==> src/verilog/bwd_consts.svh <==
// constants of the bus width, dram timing and idle register bank
// assumes inclusion by bare name from the modules
`ifndef BWD_CONSTS_SVH
`define BWD_CONSTS_SVH

// wishbone byte offsets
`define BWD_ADR_WIDTH_CFG 8'h00
`define BWD_ADR_DRAM_CFG 8'h04
`define BWD_ADR_IDLE_CFG 8'h08
`define BWD_ADR_STATUS 8'h0C
`define BWD_ADR_MSB 7

// reset values
`define BWD_RST_WIDTH_CFG 16'h3FF0
`define BWD_RST_DRAM_CFG 16'h0000
`define BWD_RST_IDLE_CFG 16'h3FF3
`define BWD_RST_AREA_WIDTH 10'h3FF

// writable bits, the rest read zero
`define BWD_WMASK_WIDTH_CFG 16'h3FF0
`define BWD_WMASK_DRAM_CFG 16'hBF3F
`define BWD_WMASK_IDLE_CFG 16'h3FF3

// field positions
`define BWD_EXT_BIT 15
`define BWD_A3_FIELDS_MSB 13
`define BWD_A3_FIELDS_LSB 8
`define BWD_A2_FIELDS_MSB 5
`define BWD_A2_FIELDS_LSB 0
`define BWD_WIDTH_MSB 13
`define BWD_WIDTH_LSB 4

// width codes
`define BWD_WID_RSVD 2'h0
`define BWD_WID_32 2'h3

// area 2/3 memory type codes
`define BWD_MT_A3_DRAM 3'h4
`define BWD_MT_A23_DRAM 3'h5

// timing counts in cycles
`define BWD_EXT_SINGLE_MIN 3'h2
`define BWD_EXT_BURST_PITCH 3'h1
`define BWD_RCD_BASE 3'h1
`define BWD_RAS_BASE 3'h2
`define BWD_TPC_BASE 4'h1
`define BWD_TPC_SR_BASE 4'h2
`define BWD_TPC_SR_STEP 4'h3
`define BWD_TPC_A3_CLAMP 4'h2
`define BWD_NO_IDLE 2'h0

`endif

==> src/verilog/bwd_pkg.sv <==
// types shared by the register bank and its timing selector
// assumes bwd_consts.svh on the include path
package bwd_pkg;
	// precharge, ras-cas delay, refresh ras fields in register order
	typedef struct packed {
		logic [1:0] tpc;
		logic [1:0] rcd;
		logic [1:0] tras;
	} bwd_ctl_fields_t;

	// decoded dram timing in cycles
	typedef struct packed {
		logic [3:0] precharge;
		logic [2:0] ras_cas;
		logic [2:0] refresh_ras;
		logic       rsvd_code;
	} bwd_dram_timing_t;

	// start of an external bus cycle
	typedef struct packed {
		logic       start;
		logic [2:0] area;
		logic       write;
	} bwd_bus_cycle_t;
endpackage

==> src/verilog/bwd_dram_timing_sel.sv <==
// picks and decodes dram timing for one area of the dma-side controller
// assumes the caller registers the result
`timescale 1ns/1ps
`include "bwd_consts.svh"
module bwd_dram_timing_sel import bwd_pkg::*; #(
	parameter bit AREA2_STYLE = 1'b0
) (
	// selection
	input  wire logic       ext_mode,
	input  wire logic       is_dram,
	input  wire logic       after_self_refresh,
	// field sources
	input  wire bwd_ctl_fields_t ext_fields,
	input  wire bwd_ctl_fields_t cpu_fields,
	// result
	output bwd_dram_timing_t     timing
);
	bwd_ctl_fields_t f;
	logic            use_ext;

	always_comb begin
		use_ext = ext_mode & is_dram;
		f = use_ext ? ext_fields : cpu_fields;
		timing.ras_cas = {1'b0, f.rcd} + `BWD_RCD_BASE;
		timing.refresh_ras = {1'b0, f.tras} + `BWD_RAS_BASE;
		timing.rsvd_code = 1'b0;
		if (AREA2_STYLE) begin
			if (after_self_refresh) begin
				timing.precharge = `BWD_TPC_SR_BASE + `BWD_TPC_SR_STEP * {2'h0, f.tpc};
			end else begin
				timing.precharge = {2'h0, f.tpc} + `BWD_TPC_BASE;
			end
		end else begin
			// reserved codes clamp to the longer gap rather than a short one
			timing.rsvd_code = use_ext & f.tpc[1];
			if (timing.rsvd_code) begin
				timing.precharge = `BWD_TPC_A3_CLAMP;
			end else begin
				timing.precharge = {2'h0, f.tpc} + `BWD_TPC_BASE;
			end
		end
	end
endmodule

==> src/verilog/bwd_regs.sv <==
// bus width, extended dram timing and intercycle idle register bank
// assumes a classic wishbone master and bus cycle logic on REF_CLK
// Summary of operation
// - width register resets to 3FF0 on power-on only; kept otherwise.
// - width bits 15,14,3-0 and idle bits 15,14,3,2 read zero.
// - width code per area: reserved, 8, 16, 32; 32 reserved with port pins.
// - dram timing register clears on power-on only; kept otherwise.
// - extended flag affects dma side only; off means cpu-side settings.
// - extended: single access two cycles minimum, burst pitch one cycle.
// - area 3 precharge replaces memory control field: 1, 2, reserved.
// - area 3 ras-cas delay replaces memory control field: 1 to 4.
// - area 3 refresh ras assert time: 2 to 5 cycles.
// - area 2 precharge: 1 to 4, or 2,5,8,11 after self refresh.
// - area 2 ras-cas delay replaces dram control field: 1 to 4.
// - area 2 refresh ras assert time: 2 to 5 cycles.
// - dram timing bits 14, 7, 6 always read zero.
// - idle register resets to 3FF3 on power-on only; kept otherwise.
// - idle cycles on leaving an area or on read then write there.
// - idle field code: 00 and 01 one, 10 two, 11 three cycles.
// - dram timing applies only to dram areas per memory type 100/101.
//
// Local design decisions: the register offsets and the Wishbone interface to the registers.
`timescale 1ns/1ps
`include "bwd_consts.svh"
module bwd_regs import bwd_pkg::*; (
	// clock and power-on reset
	input  wire logic        REF_CLK,
	input  wire logic        SRST,
	// wishbone slave
	input  wire logic        WB_CYC_I,
	input  wire logic        WB_STB_I,
	input  wire logic        WB_WE_I,
	input  wire logic [7:0]  WB_ADR_I,
	input  wire logic [3:0]  WB_SEL_I,
	input  wire logic [31:0] WB_DAT_I,
	output logic      [31:0] WB_DAT_O,
	output logic             WB_ACK_O,
	// configuration from the rest of the controller
	input  wire logic        PORT_AB_USED,
	input  wire logic [2:0]  AREA23_MEMORY_TYPE,
	input  wire bwd_ctl_fields_t MEMORY_CONTROL_FIELDS,
	input  wire bwd_ctl_fields_t DRAM_CONTROL_FIELDS,
	input  wire logic        AFTER_SELF_REFRESH,
	// bus cycle starts
	input  wire bwd_bus_cycle_t BUS_CYCLE,
	input  wire logic        DMA_CYCLE_START,
	// settings for the bus cycle generators
	output logic      [9:0]  AREA_WIDTH,
	output logic             WIDTH_RESERVED,
	output logic      [1:0]  IDLE_CYCLES,
	output logic             IDLE_INSERT,
	output logic             DMA_EXTENDED,
	output logic      [2:0]  DMA_SINGLE_MIN,
	output logic      [2:0]  DMA_BURST_PITCH,
	output bwd_dram_timing_t DMA_AREA3_TIMING,
	output bwd_dram_timing_t DMA_AREA2_TIMING
);
	// register state
	logic [15:0] width_cfg_ff;
	logic [15:0] dram_cfg_ff;
	logic [15:0] idle_cfg_ff;
	logic [15:0] nxt_width_cfg;
	logic [15:0] nxt_dram_cfg;
	logic [15:0] nxt_idle_cfg;
	logic        ack_ff;
	logic [31:0] rdata_ff;
	// bus decode
	logic        req;
	logic        wr_take;
	logic [15:0] lane_mask;
	logic [15:0] rd_word;
	// live decode
	logic        a3_dram;
	logic        a2_dram;
	logic        width_bad;
	logic [3:0]  status_word;
	bwd_dram_timing_t a3_timing;
	bwd_dram_timing_t a2_timing;
	// idle tracking
	logic        prev_valid_ff;
	logic [2:0]  prev_area_ff;
	logic        prev_read_ff;
	logic        need_idle;
	logic [1:0]  idle_code;
	// snapshots
	logic [9:0]  area_width_ff;
	logic        width_rsvd_ff;
	logic [1:0]  idle_cycles_ff;
	logic        idle_insert_ff;
	logic        dma_ext_ff;
	logic [2:0]  dma_single_ff;
	logic [2:0]  dma_pitch_ff;
	bwd_dram_timing_t dma_a3_ff;
	bwd_dram_timing_t dma_a2_ff;

	// idle field of an area; areas with no field insert nothing
	function automatic logic [1:0] idle_field(input logic [15:0] cfg, input logic [2:0] area);
		logic [1:0] code;
		code = `BWD_NO_IDLE;
		case (area)
			3'h0: code = cfg[1:0];
			3'h2: code = cfg[5:4];
			3'h3: code = cfg[7:6];
			3'h4: code = cfg[9:8];
			3'h5: code = cfg[11:10];
			3'h6: code = cfg[13:12];
			default: code = `BWD_NO_IDLE;
		endcase
		return code;
	endfunction

	// code 00 and 01 both mean one idle cycle
	function automatic logic [1:0] idle_count(input logic [1:0] code);
		logic [1:0] n;
		n = (code == 2'h0) ? 2'h1 : code;
		return n;
	endfunction

	// any area width code that must not be programmed
	function automatic logic width_check(input logic [15:0] cfg, input logic port_used);
		logic       bad;
		logic [1:0] c;
		bad = 1'b0;
		c = 2'h0;
		for (int n = 2; n <= 6; n++) begin
			c = cfg[2*n +: 2];
			if (c == `BWD_WID_RSVD) begin
				bad = 1'b1;
			end
			if (port_used && (c == `BWD_WID_32)) begin
				bad = 1'b1;
			end
		end
		return bad;
	endfunction

	// wishbone request decode
	always_comb begin
		req = WB_CYC_I & WB_STB_I;
		// write lands on the edge where the master sees ack
		wr_take = req & WB_WE_I & ack_ff;
		lane_mask = {{8{WB_SEL_I[1]}}, {8{WB_SEL_I[0]}}};
	end

	// next register values with byte lanes and fixed-zero bits
	always_comb begin
		nxt_width_cfg = width_cfg_ff;
		nxt_dram_cfg = dram_cfg_ff;
		nxt_idle_cfg = idle_cfg_ff;
		if (wr_take) begin
			case (WB_ADR_I)
				`BWD_ADR_WIDTH_CFG: begin
					nxt_width_cfg = ((width_cfg_ff & ~lane_mask) | (WB_DAT_I[15:0] & lane_mask))
						& `BWD_WMASK_WIDTH_CFG;
				end
				`BWD_ADR_DRAM_CFG: begin
					nxt_dram_cfg = ((dram_cfg_ff & ~lane_mask) | (WB_DAT_I[15:0] & lane_mask))
						& `BWD_WMASK_DRAM_CFG;
				end
				`BWD_ADR_IDLE_CFG: begin
					nxt_idle_cfg = ((idle_cfg_ff & ~lane_mask) | (WB_DAT_I[15:0] & lane_mask))
						& `BWD_WMASK_IDLE_CFG;
				end
				default: begin
					nxt_width_cfg = width_cfg_ff;
				end
			endcase
		end
	end

	// only power-on reset touches these; manual reset and standby never reach here
	always_ff @(posedge REF_CLK) begin
		if (SRST) begin
			width_cfg_ff <= `BWD_RST_WIDTH_CFG;
		end else begin
			width_cfg_ff <= nxt_width_cfg;
		end
	end

	// written once at init by software, but any later write is still honoured
	always_ff @(posedge REF_CLK) begin
		if (SRST) begin
			dram_cfg_ff <= `BWD_RST_DRAM_CFG;
		end else begin
			dram_cfg_ff <= nxt_dram_cfg;
		end
	end

	always_ff @(posedge REF_CLK) begin
		if (SRST) begin
			idle_cfg_ff <= `BWD_RST_IDLE_CFG;
		end else begin
			idle_cfg_ff <= nxt_idle_cfg;
		end
	end

	// live status
	always_comb begin
		a3_dram = (AREA23_MEMORY_TYPE == `BWD_MT_A3_DRAM) ||
			(AREA23_MEMORY_TYPE == `BWD_MT_A23_DRAM);
		a2_dram = (AREA23_MEMORY_TYPE == `BWD_MT_A23_DRAM);
		width_bad = width_check(width_cfg_ff, PORT_AB_USED);
		status_word = {a2_dram, dram_cfg_ff[`BWD_EXT_BIT] & a3_dram, a3_timing.rsvd_code, width_bad};
	end

	// read mux; unmapped offsets answer zero
	always_comb begin
		rd_word = 16'h0000;
		case (WB_ADR_I)
			`BWD_ADR_WIDTH_CFG: rd_word = width_cfg_ff;
			`BWD_ADR_DRAM_CFG: rd_word = dram_cfg_ff;
			`BWD_ADR_IDLE_CFG: rd_word = idle_cfg_ff;
			`BWD_ADR_STATUS: rd_word = {12'h000, status_word};
			default: rd_word = 16'h0000;
		endcase
	end

	// ack one cycle after the request, dropped the cycle after
	always_ff @(posedge REF_CLK) begin
		if (SRST) begin
			ack_ff <= 1'b0;
		end else begin
			ack_ff <= req & ~ack_ff;
		end
	end

	always_ff @(posedge REF_CLK) begin
		if (SRST) begin
			rdata_ff <= 32'h0000_0000;
		end else if (req & ~ack_ff) begin
			rdata_ff <= {16'h0000, rd_word};
		end
	end

	// timing for areas 3 and 2 of the dma-side controller
	bwd_dram_timing_sel #(
		.AREA2_STYLE (1'b0)
	) u_area3 (
		.ext_mode           (dram_cfg_ff[`BWD_EXT_BIT]),
		.is_dram            (a3_dram),
		.after_self_refresh (AFTER_SELF_REFRESH),
		.ext_fields         (dram_cfg_ff[`BWD_A3_FIELDS_MSB:`BWD_A3_FIELDS_LSB]),
		.cpu_fields         (MEMORY_CONTROL_FIELDS),
		.timing             (a3_timing)
	);

	bwd_dram_timing_sel #(
		.AREA2_STYLE (1'b1)
	) u_area2 (
		.ext_mode           (dram_cfg_ff[`BWD_EXT_BIT]),
		.is_dram            (a2_dram),
		.after_self_refresh (AFTER_SELF_REFRESH),
		.ext_fields         (dram_cfg_ff[`BWD_A2_FIELDS_MSB:`BWD_A2_FIELDS_LSB]),
		.cpu_fields         (DRAM_CONTROL_FIELDS),
		.timing             (a2_timing)
	);

	// dma-side snapshot at cycle start so a running cycle keeps its timing
	always_ff @(posedge REF_CLK) begin
		if (SRST) begin
			dma_ext_ff <= 1'b0;
			dma_a3_ff <= '0;
			dma_a2_ff <= '0;
		end else if (DMA_CYCLE_START) begin
			dma_ext_ff <= dram_cfg_ff[`BWD_EXT_BIT];
			dma_a3_ff <= a3_timing;
			dma_a2_ff <= a2_timing;
		end
	end

	// short pitch in extended mode for any ras-cas delay code; single minimum grows with the code
	always_ff @(posedge REF_CLK) begin
		if (SRST) begin
			dma_single_ff <= `BWD_EXT_SINGLE_MIN;
			dma_pitch_ff <= `BWD_EXT_BURST_PITCH;
		end else if (DMA_CYCLE_START) begin
			if (dram_cfg_ff[`BWD_EXT_BIT]) begin
				dma_single_ff <= `BWD_EXT_SINGLE_MIN + a3_timing.ras_cas - `BWD_RCD_BASE;
				dma_pitch_ff <= `BWD_EXT_BURST_PITCH;
			end else begin
				// normal mode: the cpu-side rules own the pacing
				dma_single_ff <= `BWD_EXT_SINGLE_MIN + a3_timing.ras_cas;
				dma_pitch_ff <= `BWD_EXT_SINGLE_MIN;
			end
		end
	end

	// width snapshot at any bus cycle start
	always_ff @(posedge REF_CLK) begin
		if (SRST) begin
			area_width_ff <= `BWD_RST_AREA_WIDTH;
			width_rsvd_ff <= 1'b0;
		end else if (BUS_CYCLE.start) begin
			area_width_ff <= width_cfg_ff[`BWD_WIDTH_MSB:`BWD_WIDTH_LSB];
			width_rsvd_ff <= width_bad;
		end
	end

	// idle need: left the previous area, or read followed by write in it
	always_comb begin
		need_idle = prev_valid_ff &&
			((BUS_CYCLE.area != prev_area_ff) || (prev_read_ff && BUS_CYCLE.write));
		idle_code = idle_field(idle_cfg_ff, prev_area_ff);
	end

	always_ff @(posedge REF_CLK) begin
		if (SRST) begin
			prev_valid_ff <= 1'b0;
			prev_area_ff <= 3'h0;
			prev_read_ff <= 1'b0;
		end else if (BUS_CYCLE.start) begin
			prev_valid_ff <= 1'b1;
			prev_area_ff <= BUS_CYCLE.area;
			prev_read_ff <= ~BUS_CYCLE.write;
		end
	end

	// a field-less area yields no idle even when switching away
	always_ff @(posedge REF_CLK) begin
		if (SRST) begin
			idle_cycles_ff <= `BWD_NO_IDLE;
			idle_insert_ff <= 1'b0;
		end else if (BUS_CYCLE.start) begin
			if (need_idle && (idle_field(`BWD_WMASK_IDLE_CFG, prev_area_ff) != `BWD_NO_IDLE)) begin
				idle_cycles_ff <= idle_count(idle_code);
				idle_insert_ff <= 1'b1;
			end else begin
				idle_cycles_ff <= `BWD_NO_IDLE;
				idle_insert_ff <= 1'b0;
			end
		end else begin
			idle_insert_ff <= 1'b0;
		end
	end

	// outputs straight from flip-flops
	assign WB_DAT_O = rdata_ff;
	assign WB_ACK_O = ack_ff;
	assign AREA_WIDTH = area_width_ff;
	assign WIDTH_RESERVED = width_rsvd_ff;
	assign IDLE_CYCLES = idle_cycles_ff;
	assign IDLE_INSERT = idle_insert_ff;
	assign DMA_EXTENDED = dma_ext_ff;
	assign DMA_SINGLE_MIN = dma_single_ff;
	assign DMA_BURST_PITCH = dma_pitch_ff;
	assign DMA_AREA3_TIMING = dma_a3_ff;
	assign DMA_AREA2_TIMING = dma_a2_ff;
endmodule

==> config.mk <==
export PLATFORM = sky130hd
export DESIGN_NAME = bwd_regs
export DESIGN_NICKNAME = d
export VERILOG_FILES = /design/src/verilog/bwd_pkg.sv /design/src/verilog/bwd_dram_timing_sel.sv /design/src/verilog/bwd_regs.sv
export VERILOG_INCLUDE_DIRS = /design/src /design/src/verilog
export SDC_FILE = /design/constraint.sdc
export NUM_CORES = 1
export LEC_CHECK = 0
export BUFFER_PORTS_ARGS = -buffer_cell sky130_fd_sc_hd__buf_2
export CAP_MARGIN = 25
export CORE_ASPECT_RATIO = 1.2
export CORE_MARGIN = 1.5
export CORE_UTILIZATION = 51
export CTS_CLUSTER_SIZE = 16
export DETAILED_ROUTE_END_ITERATION = 8
export GPL_TIMING_DRIVEN = 0
export PLACE_DENSITY = 0.89
export SYNTH_ARGS = -nofsm -noshare
export SYNTH_HDL_FRONTEND = slang
export SYNTH_HIERARCHICAL = 1
export SYNTH_SLANG_ARGS = --single-unit
==> constraint.sdc <==
create_clock -name REF_CLK -period 2.45 [get_ports REF_CLK]
set_input_delay 0.245 -clock REF_CLK [delete_from_list [all_inputs] [get_ports REF_CLK]]
set_output_delay 0.245 -clock REF_CLK [all_outputs]
set_load 0.005 [all_outputs]
# Yosys cells after proc, flatten, opt, wreduce, memory -nomap -nowiden
# Cells that the tools add are included.
# classes
add_sub_neg	9
multipliers	1
n_div	0
magnitude_cmp	0
eq_ne	16
shift	0
n_mux	24
bitwise_logic	18
reduce_logical	24
# ops
operator	count
one-hot mux 16 bit (4 select lines)	1
AND 16 bit	2
AND 14 bit	2
OR 14 bit	2
equality test 8 x 4 -> 1 bit (second input constant)	2
inverter 16 bit	1
OR 16 bit	1
equality test 3 bit (second input constant)	5
adder 2 x 1 -> 3 bit (second input constant)	4
logical NOT 2 bit	6
two-way mux 2 bit	6
two-way mux 6 bit	2
one-hot mux 2 bit (6 select lines)	1
two-way mux 1 bit	11
equality test 2 bit (second input constant)	5
equality test 8 x 3 -> 1 bit (second input constant)	1
logical AND 1 bit	8
logical NOT 8 bit	1
two-way mux 4 bit	2
AND 1 bit	7
adder 2 x 2 -> 3 bit (second input constant)	2
equality test 3 x 2 -> 1 bit (second input constant)	2
AND reduction 2 bit	3
OR reduction 6 bit	1
11 further kinds	14
# totals
regBits	99
latch_bits	0
ram_bits	0
mem_bits_ro	0
input_bits	72
output_inout_bits	76
wordCells	114
memories	0

# Logic depth before layout (Yosys ltp)
# Gate-level depths: netlist (run 1).
# logic_depth
depth_word	12
ltp_mapped	9
mapped_depth_nobuf	9

# By module
# The synthesis (run 1) kept the hierarchy.
# modules_own_cells
mod	n_inst	cells_per_inst	area_per_inst_um2	seq_area_each_um2
bwd_regs	1	453	4252.8	1961.9
bwd_dram_timing_sel at u_area3	1	19	187.7	0.0
bwd_dram_timing_sel at u_area2	1	19	178.9	0.0

# Least setup slack after synthesis (run 1)
# Ideal clock, no wire load.
# synth_timing
path_type	input-to-reg
start	input AREA23_MEMORY_TYPE[2]
end	register dma_single_ff[1] (netlist: DMA_SINGLE_MIN[1])
setup_ns	0.120
arrival_ns	1.978
required_ns	2.330
setup_slack_ns	0.352
cell_stages	7
n_path_buf	0
path_cell_list	nor2b_1 > nand2_4 > mux2_4 > ha_1 > ha_1 > mux2i_1 > a211o_1
# synth_lines
element	line_no	rtl
start, declared	bwd_regs.sv:40	input wire logic [2:0] AREA23_MEMORY_TYPE,
end signal, assigned	bwd_regs.sv:274	dma_single_ff <= `BWD_EXT_SINGLE_MIN;
end signal, assigned	bwd_regs.sv:278	dma_single_ff <= `BWD_EXT_SINGLE_MIN + a3_timing.ras_cas - `BWD_RCD_BASE;
end signal, assigned	bwd_regs.sv:282	dma_single_ff <= `BWD_EXT_SINGLE_MIN + a3_timing.ras_cas;
end, declared	bwd_regs.sv:91	logic [2:0] dma_single_ff;

==> impl_metrics.yaml, run 1 <==
status:
  status: "complete, no violations"
sta:
  skew_ns: 0.0160
  finalSetupTns_ns: 0
  worst_slew_pin_slew_ns: 0.659
  period_share_pct: 83.6
  slew-limit-headroom_pct: 56.1
  fmax_mhz: 488
  hold_viol_final: 0
  maxSlewViolCount: 0
  setup-violations-final: 0
  worst_slack_ns: 0.401
  min_period_ns: 2.05
  rsz0062_at_grt: "no"
synthesis:
  syn_area_um2: 4620
  avgSynthCellArea_um2: 9.41
  synthArstFlopShare_pct: 0
  ys.flop_type: "dfxtp_1"
  yosys.area.top_type_share_pct: 42.5
  ys_seq_area_share_pct: 42.5
  ys_types: 49
  synthTopCellsByCount: "98 x dfxtp_1, 53 x nor2_1, 50 x mux2i_1"
  synth_enable_flop_cells: 0
  ys_warn_count: 6
  ys_ff_latch: 98
  syn_inst: 491
  synthTopCellsByArea: "dfxtp_1 42%, mux2i_1 11%, a211o_1 6.3%, nor2b_1 5.4%, nor2_1 4.3%"
  synth.most_common_cell: "dfxtp_1"
  synth_top_cell_by_area: "dfxtp_1"
power:
  p_total_mw: 3.02
  power.leakage_nw: 2.54
  vdd_ir_drop_max_mv: 0.305
  power.density_nw_per_um2: 545
route:
  ant_nets: 0
  vias: 3992
  wl_per_cell_um: 16.0
  drt_drc_violations_left: 0
  wl_um: 12000
  avgViaCountPerCell: 5.32
  drt_iter0_drc: 189
  dr.pass1.iters: 4
critical_path:
  worst_setup_path_end_kind: "register"
  critPathSlowestCell: "dfxtp_1"
  crit_chain: "nand2_4 -> mux2_4 -> ha_1 -> ha_1 -> mux2i_1 -> a211o_1"
  worstSetupPathType: "reg -> reg"
  path_buf_inv: 0
  cp_max_fo: 9
  crit_path_frequent_cell: "ha_1"
  slowest_delay_ns: 0.46
  critPathArrivalTime_ns: 2.32
  critPathRequiredTime_ns: 2.72
  startpoint_type: "register"
  cp_top_family: "adder cells"
cts:
  clk_pin_slew_worst_paths_ns: 0.11
  cts_tree: "yes"
  clkSinkCount: 98
  hold_buffers: 0
  cts_resized: 0
  worstSkewPairLatency_ns: 0.38
  htree_levels: 3
  cts-root-buf: "clkbuf_8"
  post_cts.repair.setup_buffers: 0
  cts_made_buffers: 9
  cts_buffer_depth: 2
place:
  place_ws_ns: 0.0562
  placed_cells: 734
  dp_hpwl_um: 9400
  port_buffers: 109
  gp_congestion: 0.935
grt:
  track_usage_pct: 24.8
  antenna_found_initial: 0
  grt_pass1_vias: 3822
  grt_pass1_wl_um: 18900
  grt_start_max_net_pins: 18
  grt_overflow: 0
floorplan:
  rows: 37
  die_area_um2: 9640
  core_area_um2: 8700
  start_util_pct: 53.1
  io_pins: 148
  dieWidth_um: 89.9
  die_y_um: 107
flow_run:
  cap_viol_max_count: 0
finish:
  multiInputGateArea_um2: 2400
  nets: 706
  area_growth_syn_to_layout_pct: 20.2
  drive_above_1_share_pct: 27.8
  regArea_um2: 1960
  antennaDiodeCount: 0
  fin_cells: 750
  nFillCells: 733
worst_hold_path:
  hp-class: "in -> reg"
  holdCritStartpoint: "BUS_CYCLE[0]"
==> per-layer routing <==
layer / vias up / track usage [%] / part of all wire, %
li1: 1943 / - / -
met1: 1897 / 28.3 / 40
met2: 131 / 46.7 / 53
met3: 21 / 3.74 / 4.8
met4: 0 / 9.07 / 2.0
met5: - / 0 / 0
==> path summary, 6_finish.rpt <==
kind	to	cells past startpoint	slack [ns]
max	DMA_SINGLE_MIN[1]$_SDFFE_PP1P_	6	0.40
min	prev_read_ff$_SDFFE_PP0P_	2	0.04
max reg2reg	DMA_SINGLE_MIN[1]$_SDFFE_PP1P_	6	0.40
min reg2reg	WB_DAT_O[8]$_SDFFE_PP0P_	2	0.46
==> stage by stage <==
step / hold slack (ns) / utilization (%) / cell area [µm²]
finish: 0.0435 / 63.8 / 5550
global route: 0.0427 / 63.8 / 5550
CTS: 0.0481 / 63.8 / 5550
detailed placement: 0.443 / 61.8 / 5380
global placement: 0.443 / 61.8 / 5380
floorplan: 0.340 / - / 4680
==> cell type report <==
type / count / area share [%]
Buffer: 50 / 5.21
Clock buffer: 10 / 2.30
Clock inverter: 6 / 0.879
Inverter: 8 / 0.541
Multi-Input combinational cell: 352 / 43.3
Sequential cell: 98 / 35.3
Tap cell: 117 / 2.64
Timing Repair Buffer: 109 / 9.83
==> placed cells by master, fill, tap and decap left out, types with 2 or more instances in the layout <==
cell type	netlist	final
dfxtp_1	98	98
a22oi_1	3	3
xnor2_1	3	3
o22ai_1	2	2
conb_1	3	20
nor4_4	3	3
nor2_1	53	53
nand2b_1	2	2
a211oi_1	2	2
nand3_1	4	4
a211o_1	33	33
nand2_4	2	2
o31ai_1	3	3
buf_1	2	2
mux2_4	6	6
nand2_1	33	33
a31oi_1	2	2
a22o_1	2	2
clkinvlp_4	0	3
a21oi_1	23	23
and2_1	2	2
and3b_1	2	2
nand3b_1	2	2
inv_6	0	3
buf_4	23	23
nor3_2	2	2
ha_1	6	6
xor2_1	4	4
o21ai_0	27	27
inv_1	8	8
clkbuf_1	18	19
clkbuf_8	0	9
mux2i_1	50	50
buf_2	6	115
mux2_2	6	6
nor2b_1	40	40
==> power breakdown <==
group / internal, mW / total (mW) / switching [mW]
registers: 1.64 / 1.66 / 0.0229
clock network: 0.381 / 0.984 / 0.604
logic: 0.177 / 0.380 / 0.203
==> cell families (layout without fill, tap and decap cells) <==
group,count (synthesis),after routing,share of synthesized area [%]
AO/OA/AOI/OAI,105,105,15.5
flip-flops,98,98,42.5
buffers and inverters,58,183,6.91
other,3,20,0.244
multiplexers,62,62,14.2
adder cells (fa/ha/maj),6,6,1.63
XOR/XNOR,8,8,1.68
AND/OR/NAND/NOR,151,151,17.3
==> worst register-to-register path, cell delays in order, from the launching register on <==
cell and delay, ns:
dfxtp_1 0.46, nand2_4 0.15, mux2_4 0.34, ha_1 0.35
ha_1 0.30, mux2i_1 0.06, a211o_1 0.29
(Power assumes the default switching activity.)
==> inputs of run 2 (changes only) <==
==> constraint.sdc (replaced) <==
create_clock -name REF_CLK -period 2.1 [get_ports REF_CLK]
set_input_delay 0.21 -clock REF_CLK [delete_from_list [all_inputs] [get_ports REF_CLK]]
set_output_delay 0.21 -clock REF_CLK [all_outputs]
set_load 0.005 [all_outputs]
==> impl_metrics.yaml, run 2 (synthesized netlist as in run 1, its figures left out) <==
status:
  status: "complete, no violations"
cts:
  clk_pin_slew_worst_paths_ns: 0.11
  cts_buffer_depth: 2
  cts_made_buffers: 9
  clkSinkCount: 98
  post_cts.repair.setup_buffers: 0
  cts_tree: "yes"
  cts-root-buf: "clkbuf_8"
  htree_levels: 3
  worstSkewPairLatency_ns: 0.38
critical_path:
  crit_chain: "buf_2 -> nor2b_1 -> nand2_4 -> mux2_4 -> ha_1 -> ha_1 -> mux2i_1 -> a211o_1"
  worstSetupPathType: "in -> reg"
  worst_setup_path_end_kind: "register"
  slowest_delay_ns: 0.39
  reg2reg_slack_ns: 0.13
  critPathArrivalTime_ns: 2.24
  r2r_end: "DMA_SINGLE_MIN[1]$_SDFFE_PP1P_"
  critPathSlowestCell: "nor2b_1"
  critPathRequiredTime_ns: 2.37
  startpoint_type: "input pin"
  crit_path_frequent_cell: "ha_1"
  reg2reg_depth: 6
  cp_max_fo: 9
sta:
  worst_slack_ns: 0.128
  hold_viol_final: 0
  slew-limit-headroom_pct: 56.1
  skew_ns: 0.0160
  worst_hold_slack_ns: 0.00854
  period_share_pct: 93.9
  maxSlewViolCount: 0
  worst_slew_pin_slew_ns: 0.659
  rsz0062_at_grt: "no"
  setup-violations-final: 0
  fmax_mhz: 507
  min_period_ns: 1.97
power:
  p_total_mw: 3.53
  power.density_nw_per_um2: 635
  power_frac_seq_pct: 54.9
  vdd_ir_drop_max_mv: 0.357
  power.leakage_nw: 2.54
  switching_share_pct: 27.4
  internal_power_mw: 2.56
  power_frac_comb_pct: 12.6
  clkPwrFrac_pct: 32.6
  power.switching_mw: 0.968
finish:
  area_growth_syn_to_layout_pct: 20.2
  drive_above_1_share_pct: 28.0
  multiInputGateArea_um2: 2400
  antennaDiodeCount: 0
  nFillCells: 732
  layout_common_cells: "115 x buf_2, 97 x dfxtp_1, 53 x nor2_1"
  regArea_um2: 1960
  nets: 706
  mostFrequentLayoutCell: "buf_2"
worst_hold_path:
  holdCritStartpoint: "BUS_CYCLE[0]"
  hp-class: "in -> reg"
  whs_endpoint: "prev_read_ff$_SDFFE_PP0P_"
  whs_path_depth: 2
route:
  drt_drc_violations_left: 0
  drt_iter0_drc: 189
  route.top_layer_used: "met4"
  dr.pass1.iters: 4
  vias: 3993
  wl_per_cell_um: 16.0
  wl_met3_um: 579
  wl_um: 12000
  avgViaCountPerCell: 5.32
  ant_nets: 0
  wl_met1_um: 4830
  wl_met2_um: 6330
place:
  dp_hpwl_um: 9400
  gp_congestion: 0.935
  place_ws_ns: -0.259
  port_buffers: 109
floorplan:
  start_util_pct: 53.1
  core_area_um2: 8700
  die_area_um2: 9640
  dieWidth_um: 89.9
  io_pins: 148
  die_y_um: 107
  rows: 37
grt:
  track_usage_pct: 24.8
  antenna_found_initial: 0
  grt_start_max_net_pins: 18
  grt_pass1_vias: 3822
  grt_pass1_wl_um: 18900
  grt_overflow: 0
flow_run:
  cap_viol_max_count: 0
run 2: cell count changes in the layout (fill, tap and decap cells not counted):
cell	previous run	this run
dfxtp_2	0	1
dfxtp_1	98	97
run 2: area by class of cell:
| class | instances | share of cell area (%) |
|---|---|---|
| timing repair buffer | 109 | 9.82 |
| inverter | 8 | 0.541 |
| buffer | 50 | 5.21 |
| sequential | 98 | 35.4 |
| clock inverter | 6 | 0.879 |
| tap | 117 | 2.64 |
| clock buffer | 10 | 2.30 |
| multi-input combinational | 352 | 43.3 |
run 2: worst max-delay path: cells and delay by family:
| kind | cells | cell delay (ns) |
|---|---|---|
| multiplexers | 2 | 0.40 |
| AND/OR/NAND/NOR | 2 | 0.59 |
| adder cells (fa/ha/maj) | 2 | 0.65 |
| AO/OA/AOI/OAI | 1 | 0.29 |
| buffers and inverters | 1 | 0.10 |
run 2: power by group through the flow:
stage | combinational (mW) | sequential [mW] | clock [mW]
2_1_floorplan | 0.263 | 1.98 | 0
3_3_place_gp | 0.424 | 1.98 | 0
3_5_place_dp | 0.440 | 1.98 | 0
4_1_cts | 0.442 | 1.94 | 1.14
5_1_grt | 0.483 | 1.94 | 1.22
6_report | 0.443 | 1.94 | 1.15
run 2: layer usage:
| metal | GRT usage [%] | up-vias |
|---|---|---|
| li1 | - | 1943 |
| met3 | 3.74 | 21 |
| met5 | 0 | - |
| met2 | 46.7 | 133 |
| met4 | 9.07 | 0 |
| met1 | 28.3 | 1896 |
run 2: through the flow:
step / cells / area, µm² / util (%) / TNS (ns)
finish: 750 / 5550 / 63.8 / 0
global placement: 734 / 5380 / 61.8 / -0.437
floorplan: 508 / 4680 / - / 0
detailed placement: 734 / 5380 / 61.8 / -0.635
CTS: 750 / 5550 / 63.8 / 0
global route: 750 / 5550 / 63.8 / 0
run 2: worst max path at each step:
stage | start | end | slack, ns | cells after the start
global route | AREA23_MEMORY_TYPE[1] | DMA_SINGLE_MIN[1]$_SDFFE_PP1P_ | 0.02 | 8
finish | AREA23_MEMORY_TYPE[1] | DMA_SINGLE_MIN[1]$_SDFFE_PP1P_ | 0.13 | 8
floorplan | AREA23_MEMORY_TYPE[2] | DMA_SINGLE_MIN[1]$_SDFFE_PP1P_ | 0.04 | 7
global placement | AREA23_MEMORY_TYPE[1] | DMA_SINGLE_MIN[1]$_SDFFE_PP1P_ | -0.23 | 8
detailed placement | AREA23_MEMORY_TYPE[1] | DMA_SINGLE_MIN[1]$_SDFFE_PP1P_ | -0.26 | 8
CTS | register | DMA_SINGLE_MIN[1]$_SDFFE_PP1P_ | 0.05 | 6
run 2: repair_timing:
item / in CTS / in global routing
endpoints found under the setup margin: 0 / 1
hold buffers: 0 / 0
resized for setup: 0 / 1
